==> src/common/adckmp_pkg.sv <==
package adckmp_pkg;
    // kernel state configuration word layout
    localparam int KSC_ON_BIT = 0;
    localparam int KSC_ON_WP_BIT = 1;
    localparam int KSC_NOM_LSB = 4;
    localparam int KSC_NOM_WP_BIT = 7;
    localparam int KSC_SUM_LSB = 8;
    localparam int KSC_SUM_WP_BIT = 11;
    localparam int KSC_COM_LSB = 12;
    localparam int KSC_COM_WP_BIT = 15;
    localparam logic [15:0] KSC_RESET = 16'h0000;

    localparam logic [1:0] KMODE_RUN0 = 2'h0;
    localparam logic [1:0] KMODE_RUN1 = 2'h1;
    localparam logic [1:0] KMODE_STOP0 = 2'h2;
    localparam logic [1:0] KMODE_STOP1 = 2'h3;

    localparam logic [1:0] PWR_OFF = 2'h0;
    localparam logic [1:0] PWR_SLOW = 2'h1;
    localparam logic [1:0] PWR_FAST = 2'h2;
    localparam logic [1:0] PWR_ON = 2'h3;

    // global control reset: analog and arbiter dividers at max
    localparam logic [5:0] ANA_DIV_RESET = 6'h3F;
    localparam logic [1:0] ARB_DIV_RESET = 2'h3;
    localparam logic [1:0] PWR_RESET = 2'h0;

    localparam int CLK_MHZ = 50;
    localparam int WAKE_SLOW_NS = 10000;
    localparam int WAKE_FAST_NS = 3000;
    localparam int WAKE_SLOW_CYC = (WAKE_SLOW_NS * CLK_MHZ) / 1000;
    localparam int WAKE_FAST_CYC = (WAKE_FAST_NS * CLK_MHZ) / 1000;
    localparam int CONV_TICKS = 12;
    localparam int ARB_ROUND_TICKS = 4;

    typedef enum logic [2:0] {
        ADCKMP_OFF,
        ADCKMP_IDLE,
        ADCKMP_WAKE,
        ADCKMP_CONV
    } adckmp_conv_t;
endpackage

==> src/core/adckmp_clkdiv.sv <==
`timescale 1ns/100ps
// divide-by-(div+1) enable pulse generator
module adckmp_clkdiv
    import adckmp_pkg::*;
#(
    parameter int W = 6
)
(
    // clock and reset
    input wire logic clock_in,
    input wire logic rstn_in,
    // control
    input wire logic run_in,
    input wire logic [W-1:0] div_in,
    // enable pulse
    output logic tick_out
);
    logic [W-1:0] cnt_reg;

    always_ff @(posedge clock_in or negedge rstn_in)
    begin
        if (!rstn_in)
        begin
            cnt_reg <= '0;
            tick_out <= 1'b0;
        end
        else if (!run_in)
        begin
            cnt_reg <= '0;
            tick_out <= 1'b0;
        end
        else if (cnt_reg >= div_in)
        begin
            cnt_reg <= '0;
            tick_out <= 1'b1;
        end
        else
        begin
            cnt_reg <= cnt_reg + W'(1);
            tick_out <= 1'b0;
        end
    end

    // a divide of two or more never gives back-to-back ticks
    property p_tick_period;
        @(posedge clock_in) disable iff (!rstn_in)
        (tick_out && run_in && div_in != '0 && $stable(div_in)) |=> !tick_out;
    endproperty
    a_tick_period : assert property (p_tick_period) else $error("tick too soon");
endmodule

==> src/core/adckmp_core.sv <==
`timescale 1ns/100ps
// Function
// - no suspend or clock-off pending: normal mode field governs, clock runs.
// - suspend pending: suspend mode field governs, registers stay accessible.
// - clock-off: clock-off field governs; clock gated once kernels stopped.
// - one shared kernel state register sets behaviour of all kernels.
// - requests start only in run modes; frozen, not dropped, in stop.
// - mode codes: 00 run0, 01 run1 same, 10 stop0, 11 stop1.
// - stop0: finish running conversion, no new starts, arbiter continues.
// - stop1: as stop0, plus arbiter halts after current round.
// - disabled or clock stopped: only kernel state register accessible.
// - power select 00: converter off, in reset, no conversion.
// - power select 11: converter always active, no wake delay.
// - converter clock derived from module clock by analog divider.
// - arbiter clock derived from module clock by digital divider.
// - other digital logic runs on the undivided module clock.
// - clearing module enable switches module off at once, clock stopped.
// - field updates only with protect bit set; protect bits read zero.
module adckmp_core
    import adckmp_pkg::*;
#(
    parameter int ANA_DIV_W = 6,
    parameter int ARB_DIV_W = 2,
    parameter int WAKE_SLOW = WAKE_SLOW_CYC
)
(
    // clock and reset
    input wire logic clock_in,
    input wire logic rstn_in,
    // system state controller requests
    input wire logic suspend_req_in,
    input wire logic clockoff_req_in,
    // kernel state configuration write/read
    input wire logic ksc_wr_in,
    input wire logic [15:0] ksc_wdata_in,
    output logic [15:0] ksc_rdata_out,
    // global control settings
    input wire logic [1:0] converter_power_sel_in,
    input wire logic [ANA_DIV_W-1:0] analog_clk_divider_in,
    input wire logic [ARB_DIV_W-1:0] arbiter_clk_divider_in,
    // other register access request
    input wire logic reg_access_in,
    output logic reg_access_ok_out,
    // conversion request from request sources
    input wire logic conv_req_in,
    output logic conv_start_out,
    output logic conv_done_out,
    // status
    output logic [1:0] kernel_mode_out,
    output logic module_clk_en_out,
    output logic converter_reset_out,
    output logic converter_active_out,
    output logic converter_tick_out,
    output logic arbiter_tick_out,
    output logic arbiter_round_end_out
);
    logic module_on_bit_reg;
    logic [1:0] normal_op_kernel_mode_reg;
    logic [1:0] suspend_kernel_mode_reg;
    logic [1:0] clockoff_kernel_mode_reg;
    logic [1:0] mode_sel;
    logic is_stop;
    logic clk_stopped_reg;
    logic arb_halted;
    logic [$clog2(ARB_ROUND_TICKS)-1:0] arb_cnt_reg;
    logic [15:0] wake_cnt_reg;
    logic [$clog2(CONV_TICKS+1)-1:0] conv_cnt_reg;
    logic sync_susp_1_reg;
    logic sync_susp_2_reg;
    logic sync_coff_1_reg;
    logic sync_coff_2_reg;
    logic pending_reg;
    adckmp_conv_t state_reg;
    logic conv_tick;
    logic arb_tick;
    logic div_run;

    // requests come from another controller; synchronise before use
    always_ff @(posedge clock_in or negedge rstn_in)
    begin
        if (!rstn_in)
        begin
            sync_susp_1_reg <= 1'b0;
            sync_susp_2_reg <= 1'b0;
            sync_coff_1_reg <= 1'b0;
            sync_coff_2_reg <= 1'b0;
        end
        else
        begin
            sync_susp_1_reg <= suspend_req_in;
            sync_susp_2_reg <= sync_susp_1_reg;
            sync_coff_1_reg <= clockoff_req_in;
            sync_coff_2_reg <= sync_coff_1_reg;
        end
    end

    // protected field writes; the register is shared by all kernels
    always_ff @(posedge clock_in or negedge rstn_in)
    begin
        if (!rstn_in)
        begin
            module_on_bit_reg <= KSC_RESET[KSC_ON_BIT];
            normal_op_kernel_mode_reg <= KSC_RESET[KSC_NOM_LSB +: 2];
            suspend_kernel_mode_reg <= KSC_RESET[KSC_SUM_LSB +: 2];
            clockoff_kernel_mode_reg <= KSC_RESET[KSC_COM_LSB +: 2];
        end
        else if (ksc_wr_in)
        begin
            if (ksc_wdata_in[KSC_ON_WP_BIT])
                module_on_bit_reg <= ksc_wdata_in[KSC_ON_BIT];
            if (ksc_wdata_in[KSC_NOM_WP_BIT])
                normal_op_kernel_mode_reg <= ksc_wdata_in[KSC_NOM_LSB +: 2];
            if (ksc_wdata_in[KSC_SUM_WP_BIT])
                suspend_kernel_mode_reg <= ksc_wdata_in[KSC_SUM_LSB +: 2];
            if (ksc_wdata_in[KSC_COM_WP_BIT])
                clockoff_kernel_mode_reg <= ksc_wdata_in[KSC_COM_LSB +: 2];
        end
    end

    // protect and reserved bits read zero
    always_comb
    begin
        ksc_rdata_out = 16'h0000;
        ksc_rdata_out[KSC_ON_BIT] = module_on_bit_reg;
        ksc_rdata_out[KSC_NOM_LSB +: 2] = normal_op_kernel_mode_reg;
        ksc_rdata_out[KSC_SUM_LSB +: 2] = suspend_kernel_mode_reg;
        ksc_rdata_out[KSC_COM_LSB +: 2] = clockoff_kernel_mode_reg;
    end

    // clock-off wins over suspend, normal otherwise
    always_comb
    begin
        if (sync_coff_2_reg)
            mode_sel = clockoff_kernel_mode_reg;
        else if (sync_susp_2_reg)
            mode_sel = suspend_kernel_mode_reg;
        else
            mode_sel = normal_op_kernel_mode_reg;
    end

    assign kernel_mode_out = mode_sel;
    assign is_stop = mode_sel[1];

    // clock gated once the kernel has reached its stop state in clock-off
    always_ff @(posedge clock_in or negedge rstn_in)
    begin
        if (!rstn_in)
            clk_stopped_reg <= 1'b0;
        else
            clk_stopped_reg <= sync_coff_2_reg && is_stop && state_reg != ADCKMP_CONV
                && (mode_sel != KMODE_STOP1 || arb_halted);
    end

    assign module_clk_en_out = module_on_bit_reg && !clk_stopped_reg;
    assign reg_access_ok_out = reg_access_in && module_clk_en_out;

    // divided clocks run off the module clock as enables
    assign div_run = module_clk_en_out;

    adckmp_clkdiv #(.W(ANA_DIV_W)) u_analog_div
    (
        .clock_in(clock_in),
        .rstn_in(rstn_in),
        .run_in(div_run),
        .div_in(analog_clk_divider_in),
        .tick_out(conv_tick)
    );

    adckmp_clkdiv #(.W(ARB_DIV_W)) u_arbiter_div
    (
        .clock_in(clock_in),
        .rstn_in(rstn_in),
        .run_in(div_run),
        .div_in(arbiter_clk_divider_in),
        .tick_out(arb_tick)
    );

    assign converter_tick_out = conv_tick;
    assign arbiter_tick_out = arb_tick;

    // arbiter rounds; stop1 halts only at a round boundary
    assign arb_halted = (mode_sel == KMODE_STOP1) && arb_cnt_reg == '0;

    always_ff @(posedge clock_in or negedge rstn_in)
    begin
        if (!rstn_in)
            arb_cnt_reg <= '0;
        else if (!module_clk_en_out)
            arb_cnt_reg <= arb_cnt_reg;
        else if (arb_tick && !arb_halted)
            arb_cnt_reg <= arb_cnt_reg + 1'b1;
    end

    assign arbiter_round_end_out = arb_tick && !arb_halted
        && arb_cnt_reg == $clog2(ARB_ROUND_TICKS)'(ARB_ROUND_TICKS - 1);

    // request held until a start; stop modes freeze it, never drop it
    always_ff @(posedge clock_in or negedge rstn_in)
    begin
        if (!rstn_in)
            pending_reg <= 1'b0;
        else if (conv_req_in)
            pending_reg <= 1'b1; // set wins over the start clear
        else if (conv_start_out)
            pending_reg <= 1'b0;
    end

    // converter power and conversion sequencer
    always_ff @(posedge clock_in or negedge rstn_in)
    begin
        if (!rstn_in)
        begin
            state_reg <= ADCKMP_OFF;
            wake_cnt_reg <= '0;
            conv_cnt_reg <= '0;
        end
        else if (!module_on_bit_reg || converter_power_sel_in == PWR_OFF)
        begin
            state_reg <= ADCKMP_OFF;
            wake_cnt_reg <= '0;
            conv_cnt_reg <= '0;
        end
        else if (module_clk_en_out)
        begin
            case (state_reg)
                ADCKMP_OFF:
                    state_reg <= ADCKMP_IDLE;
                ADCKMP_IDLE:
                    if (pending_reg && !is_stop)
                    begin
                        conv_cnt_reg <= '0;
                        if (converter_power_sel_in == PWR_SLOW)
                        begin
                            wake_cnt_reg <= 16'(WAKE_SLOW);
                            state_reg <= ADCKMP_WAKE;
                        end
                        else if (converter_power_sel_in == PWR_FAST)
                        begin
                            wake_cnt_reg <= 16'(WAKE_FAST_CYC);
                            state_reg <= ADCKMP_WAKE;
                        end
                        else
                            state_reg <= ADCKMP_CONV;
                    end
                ADCKMP_WAKE:
                    if (wake_cnt_reg <= 16'h0001)
                        state_reg <= ADCKMP_CONV;
                    else
                        wake_cnt_reg <= wake_cnt_reg - 16'h0001;
                ADCKMP_CONV:
                    // a running conversion finishes even in stop modes; only module disable or power select 00 ends it early
                    if (conv_tick)
                    begin
                        if (conv_cnt_reg == $bits(conv_cnt_reg)'(CONV_TICKS - 1))
                            state_reg <= ADCKMP_IDLE;
                        else
                            conv_cnt_reg <= conv_cnt_reg + 1'b1;
                    end
                default:
                    state_reg <= ADCKMP_OFF;
            endcase
        end
    end

    assign conv_start_out = module_clk_en_out && state_reg == ADCKMP_IDLE
        && pending_reg && !is_stop && converter_power_sel_in != PWR_OFF;
    assign conv_done_out = module_clk_en_out && state_reg == ADCKMP_CONV && conv_tick
        && conv_cnt_reg == $bits(conv_cnt_reg)'(CONV_TICKS - 1);
    assign converter_reset_out = state_reg == ADCKMP_OFF;
    // stand-by modes idle the converter between conversions
    assign converter_active_out = converter_power_sel_in == PWR_ON
        ? state_reg != ADCKMP_OFF
        : (state_reg == ADCKMP_CONV || state_reg == ADCKMP_WAKE);

    property p_no_start_stop;
        @(posedge clock_in) disable iff (!rstn_in)
        is_stop |-> !conv_start_out;
    endproperty
    a_no_start_stop : assert property (p_no_start_stop) else $error("start in stop mode");

    property p_frozen_kept;
        @(posedge clock_in) disable iff (!rstn_in)
        (pending_reg && is_stop) |=> pending_reg;
    endproperty
    a_frozen_kept : assert property (p_frozen_kept) else $error("frozen request lost");

    property p_coff_prio;
        @(posedge clock_in) disable iff (!rstn_in)
        (sync_coff_2_reg && sync_susp_2_reg) |-> kernel_mode_out == clockoff_kernel_mode_reg;
    endproperty
    a_coff_prio : assert property (p_coff_prio) else $error("clock-off not preferred");

    property p_susp_mode;
        @(posedge clock_in) disable iff (!rstn_in)
        (!sync_coff_2_reg && sync_susp_2_reg) |-> kernel_mode_out == suspend_kernel_mode_reg;
    endproperty
    a_susp_mode : assert property (p_susp_mode) else $error("suspend field not applied");

    property p_norm_mode;
        @(posedge clock_in) disable iff (!rstn_in)
        (!sync_coff_2_reg && !sync_susp_2_reg) |-> kernel_mode_out == normal_op_kernel_mode_reg;
    endproperty
    a_norm_mode : assert property (p_norm_mode) else $error("normal field not applied");

    property p_protect;
        @(posedge clock_in) disable iff (!rstn_in)
        (ksc_wr_in && !ksc_wdata_in[KSC_NOM_WP_BIT]) |=> $stable(normal_op_kernel_mode_reg);
    endproperty
    a_protect : assert property (p_protect) else $error("unprotected field changed");

    property p_off_reset;
        @(posedge clock_in) disable iff (!rstn_in)
        (converter_power_sel_in == PWR_OFF) |=> converter_reset_out;
    endproperty
    a_off_reset : assert property (p_off_reset) else $error("converter not held off");

    property p_disable_now;
        @(posedge clock_in) disable iff (!rstn_in)
        !module_on_bit_reg |-> (!module_clk_en_out && !reg_access_ok_out);
    endproperty
    a_disable_now : assert property (p_disable_now) else $error("disabled module accessible");

    property p_stop1_halt;
        @(posedge clock_in) disable iff (!rstn_in)
        arb_halted |=> arb_cnt_reg == '0;
    endproperty
    a_stop1_halt : assert property (p_stop1_halt) else $error("arbiter ran in stop1");

    property p_on_nowake;
        @(posedge clock_in) disable iff (!rstn_in)
        (conv_start_out && converter_power_sel_in == PWR_ON) |=> state_reg == ADCKMP_CONV;
    endproperty
    a_on_nowake : assert property (p_on_nowake) else $error("wake delay in always-on");
endmodule

==> config.mk <==
export PLATFORM = sky130hd
export DESIGN_NAME = adckmp_core
export DESIGN_NICKNAME = d
export VERILOG_FILES = /design/src/common/adckmp_pkg.sv /design/src/core/adckmp_clkdiv.sv /design/src/core/adckmp_core.sv
export SDC_FILE = /design/constraint.sdc
export NUM_CORES = 1
export LEC_CHECK = 0
export BUFFER_PORTS_ARGS = -buffer_cell sky130_fd_sc_hd__buf_2
export CORE_ASPECT_RATIO = 1.5
export CORE_MARGIN = 2
export CORE_UTILIZATION = 55
export CTS_CLUSTER_SIZE = 14
export DETAILED_ROUTE_END_ITERATION = 7
export PLACE_DENSITY_LB_ADDON = 0.1
export SKIP_LAST_GASP = 1
export SLEW_MARGIN = 20
export SYNTH_ARGS = -nofsm -noshare
export SYNTH_HDL_FRONTEND = slang
export SYNTH_SLANG_ARGS = --single-unit
==> constraint.sdc <==
create_clock -name clock_in -period 2.85 [get_ports clock_in]
set_input_delay 0.57 -clock clock_in [delete_from_list [all_inputs] [get_ports clock_in]]
set_output_delay 0.57 -clock clock_in [all_outputs]
set_load 0.02 [all_outputs]
==> out/qor.txt <==
Worst Reg-to-Reg Cells: 6
Total grt overflow: 0
FF-to-FF Start: state_reg[1]
Lkg Pwr: 1.56 nW
Row count: 32
Worst-Margin Slew: 0.705 ns
Die footprint: 5820 µm²
CTS tree: yes
Worst skew pair latency: 0.30 ns
Via-to-Cell Ratio: 5.64
Final Max Tran Viols: 0
Avg Inst Size Synth: 9.35 µm²
Post-CTS Hold Fix Bufs: 0
Gate Count Post-Synth: 307
Comb pwr share: 0.385
Final min period: 2.39 ns
# clock sinks: 47
Sequential share of power: 0.413
Worst rel slew slack: 0.526
Number of flip-flops under the largest register name: 16
Critical Path AT: 1.82 ns
Max VDD drop: 0.387 mV
FFs w/ async S/R, synth: 1.00
Unrepaired setup endpoints after global routing: no
Total number of vias: 2387
Top_reg_cell synth: dfrtp_1
CP Capture Type: primary output
Worst hold path class: in -> async
CTS max path bufs: 2
Num CTS Buffers: 5
Final hold violations: 0
Post-layout util: 0.633
Most common cell after layout, fill and taps aside: dfrtp_1
Chip height: 92.5 µm
Post-synth EDFFs: 0
Io pins: 60
WL per Instance: 14.6 µm
PD cells: 614 nW/µm²
Vias in the first global route: 2418
Status: completed
WL final: 6160 µm
Fmax: 418 MHz
Placer Congestion: 0.874
Total GRT Usage: 0.229
Final period util: 0.839
RR Endpoint: wake_cnt_reg[8]
Core area: 5080 µm²
Synth warn: 0
DRC Markers: 0
Mapped cell area: 2870 µm²
Reg2Reg Setup Slack: 0.59 ns
Die width: 63.0 µm
First-pass GRT wire length: 10600 µm
Root Driver: clkbuf_8
Fraction of layout cells with a size suffix above 1: 0.223
Setup CP Type: reg -> out
FF+latch count, synth: 47
CP required: 2.28 ns
Number of post-CTS setup repair buffers: 0
Initial Util: 0.564
Antenna violations before repair: 0
Most frequent cells in the layout: 47 x dfrtp_1, 45 x buf_2, 26 x nand2_1
Post-cts repair resize count: 0
Reg clk slew, reported paths: 0.09 ns
Sequential element share of the synthesized area: 0.410
TritonRoute pass-1 iters: 5
Critical Path Start Type: register
Synth unique cells: 50
P_sw: 0.000761 W
Clock skew: 0.00798 ns
Switching Share: 0.386
Max cap viols: 0
Cell Int Power: 0.00121 W
Clock share of power: 0.202
Final #Nets: 409
Final setup vio count: 0
Power, Total: 0.00197 W
HPWL after DPL: 4670 µm
Htree depth: 2
ANT cells: 0
Crit-path max FO: 7
DRT iter0 DRCs: 151
Area growth syn-to-layout: 12.1%
Post-route setup TNS: 0 ns
Port Buffers: 45
ANT nets after route: 0
Largest net degree at the start of global routing: 28
==> metal layers <==
| layer | global-route usage | vias to the layer above | wire [µm] |
|---|---|---|---|
| met5 | 0 | - | 0 |
| met4 | 0.0778 | 0 | 91 |
| met3 | 0.0413 | 9 | 202 |
| met2 | 0.446 | 55 | 3470 |
| met1 | 0.240 | 1163 | 2390 |
| li1 | - | 1160 | - |
==> synth_stat cells (all sizes together) (5+ instances only) <==
master | n | share of area
a31oi | 5 | 0.011
dfrtp | 47 | 0.41
mux2 | 8 | 0.031
clkbuf | 6 | 0.0078
nand3 | 12 | 0.021
o211ai | 5 | 0.015
buf | 14 | 0.037
ha | 22 | 0.096
nand2 | 26 | 0.034
a21oi | 22 | 0.038
nor2 | 22 | 0.029
inv | 23 | 0.030
nor2b | 6 | 0.013
nor3 | 18 | 0.037
o21ai | 10 | 0.017
o22ai | 5 | 0.011
nand2b | 7 | 0.015
==> through the flow <==
step | hold slack [ns] | cells | setup slack, ns | cell area [µm²]
2_1_floorplan | 0.274 | 315 | 0.701 | 2900
3_3_place_gp | 0.333 | 415 | 0.642 | 3130
3_5_place_dp | 0.336 | 415 | 0.617 | 3130
4_1_cts | 0.233 | 423 | 0.455 | 3220
5_1_grt | 0.247 | 423 | 0.302 | 3220
6_report | 0.217 | 423 | 0.458 | 3220
==> kinds of logic (layout without fill, tap and decap cells) <==
kind of cell               count (synthesis)  in the layout  share of synthesized area
other                                      1              9                    0.00131
buffers and inverters                     43             83                     0.0754
adders and majority gates                 22             22                     0.0959
xor gates and xnor gates                   6              6                     0.0183
AOI/OAI and AO/OA                         64             64                      0.150
DFF                                       47             47                      0.410
and+or+nand+nor                          112            112                      0.204
muxes                                     12             12                     0.0453
==> area by class of cell <==
cell class	count	area (µm²)
Fill cell	472	1870
Multi-Input combinational cell	225	1510
Sequential cell	47	1180
Timing Repair Buffer	52	278
Inverter	23	86.3
Tap cell	68	85.1
Clock buffer	6	72.6
Clock inverter	2	12.5
==> power groups by stage <==
| stage | logic [W] | clock network, W | registers, W |
|---|---|---|---|
| 2_1_floorplan | 0.000550 | 0 | 0.000830 |
| 3_3_place_gp | 0.000742 | 0 | 0.000825 |
| 3_5_place_dp | 0.000761 | 0 | 0.000828 |
| 4_1_cts | 0.000764 | 0.000409 | 0.000816 |
| 5_1_grt | 0.000844 | 0.000439 | 0.000830 |
| 6_report | 0.000761 | 0.000398 | 0.000816 |
==> how the worst max path moves through the flow <==
| stage | depth (start not counted) | startpoint | end | slack [ns] |
|---|---|---|---|---|
| floorplan | 4 | suspend_kernel_mode_reg[1] | arbiter_round_end_out | 0.70 |
| global placement | 6 | converter_power_sel_in[0] | conv_start_out | 0.64 |
| detailed placement | 6 | state_reg[1] | wake_cnt_reg[5] | 0.62 |
| CTS | 5 | state_reg[1] | conv_start_out | 0.46 |
| global route | 5 | state_reg[1] | conv_start_out | 0.30 |
| finish | 5 | state_reg[1] | conv_start_out | 0.46 |
==> critical path: stages (launching register included) <==
cell      delay (ns)
dfrtp_1         0.42
inv_1           0.09
ha_1            0.32
nand2b_1        0.15
nor3_1          0.30
buf_2           0.24
No activity file was read; power rests on OpenSTA's default activity.
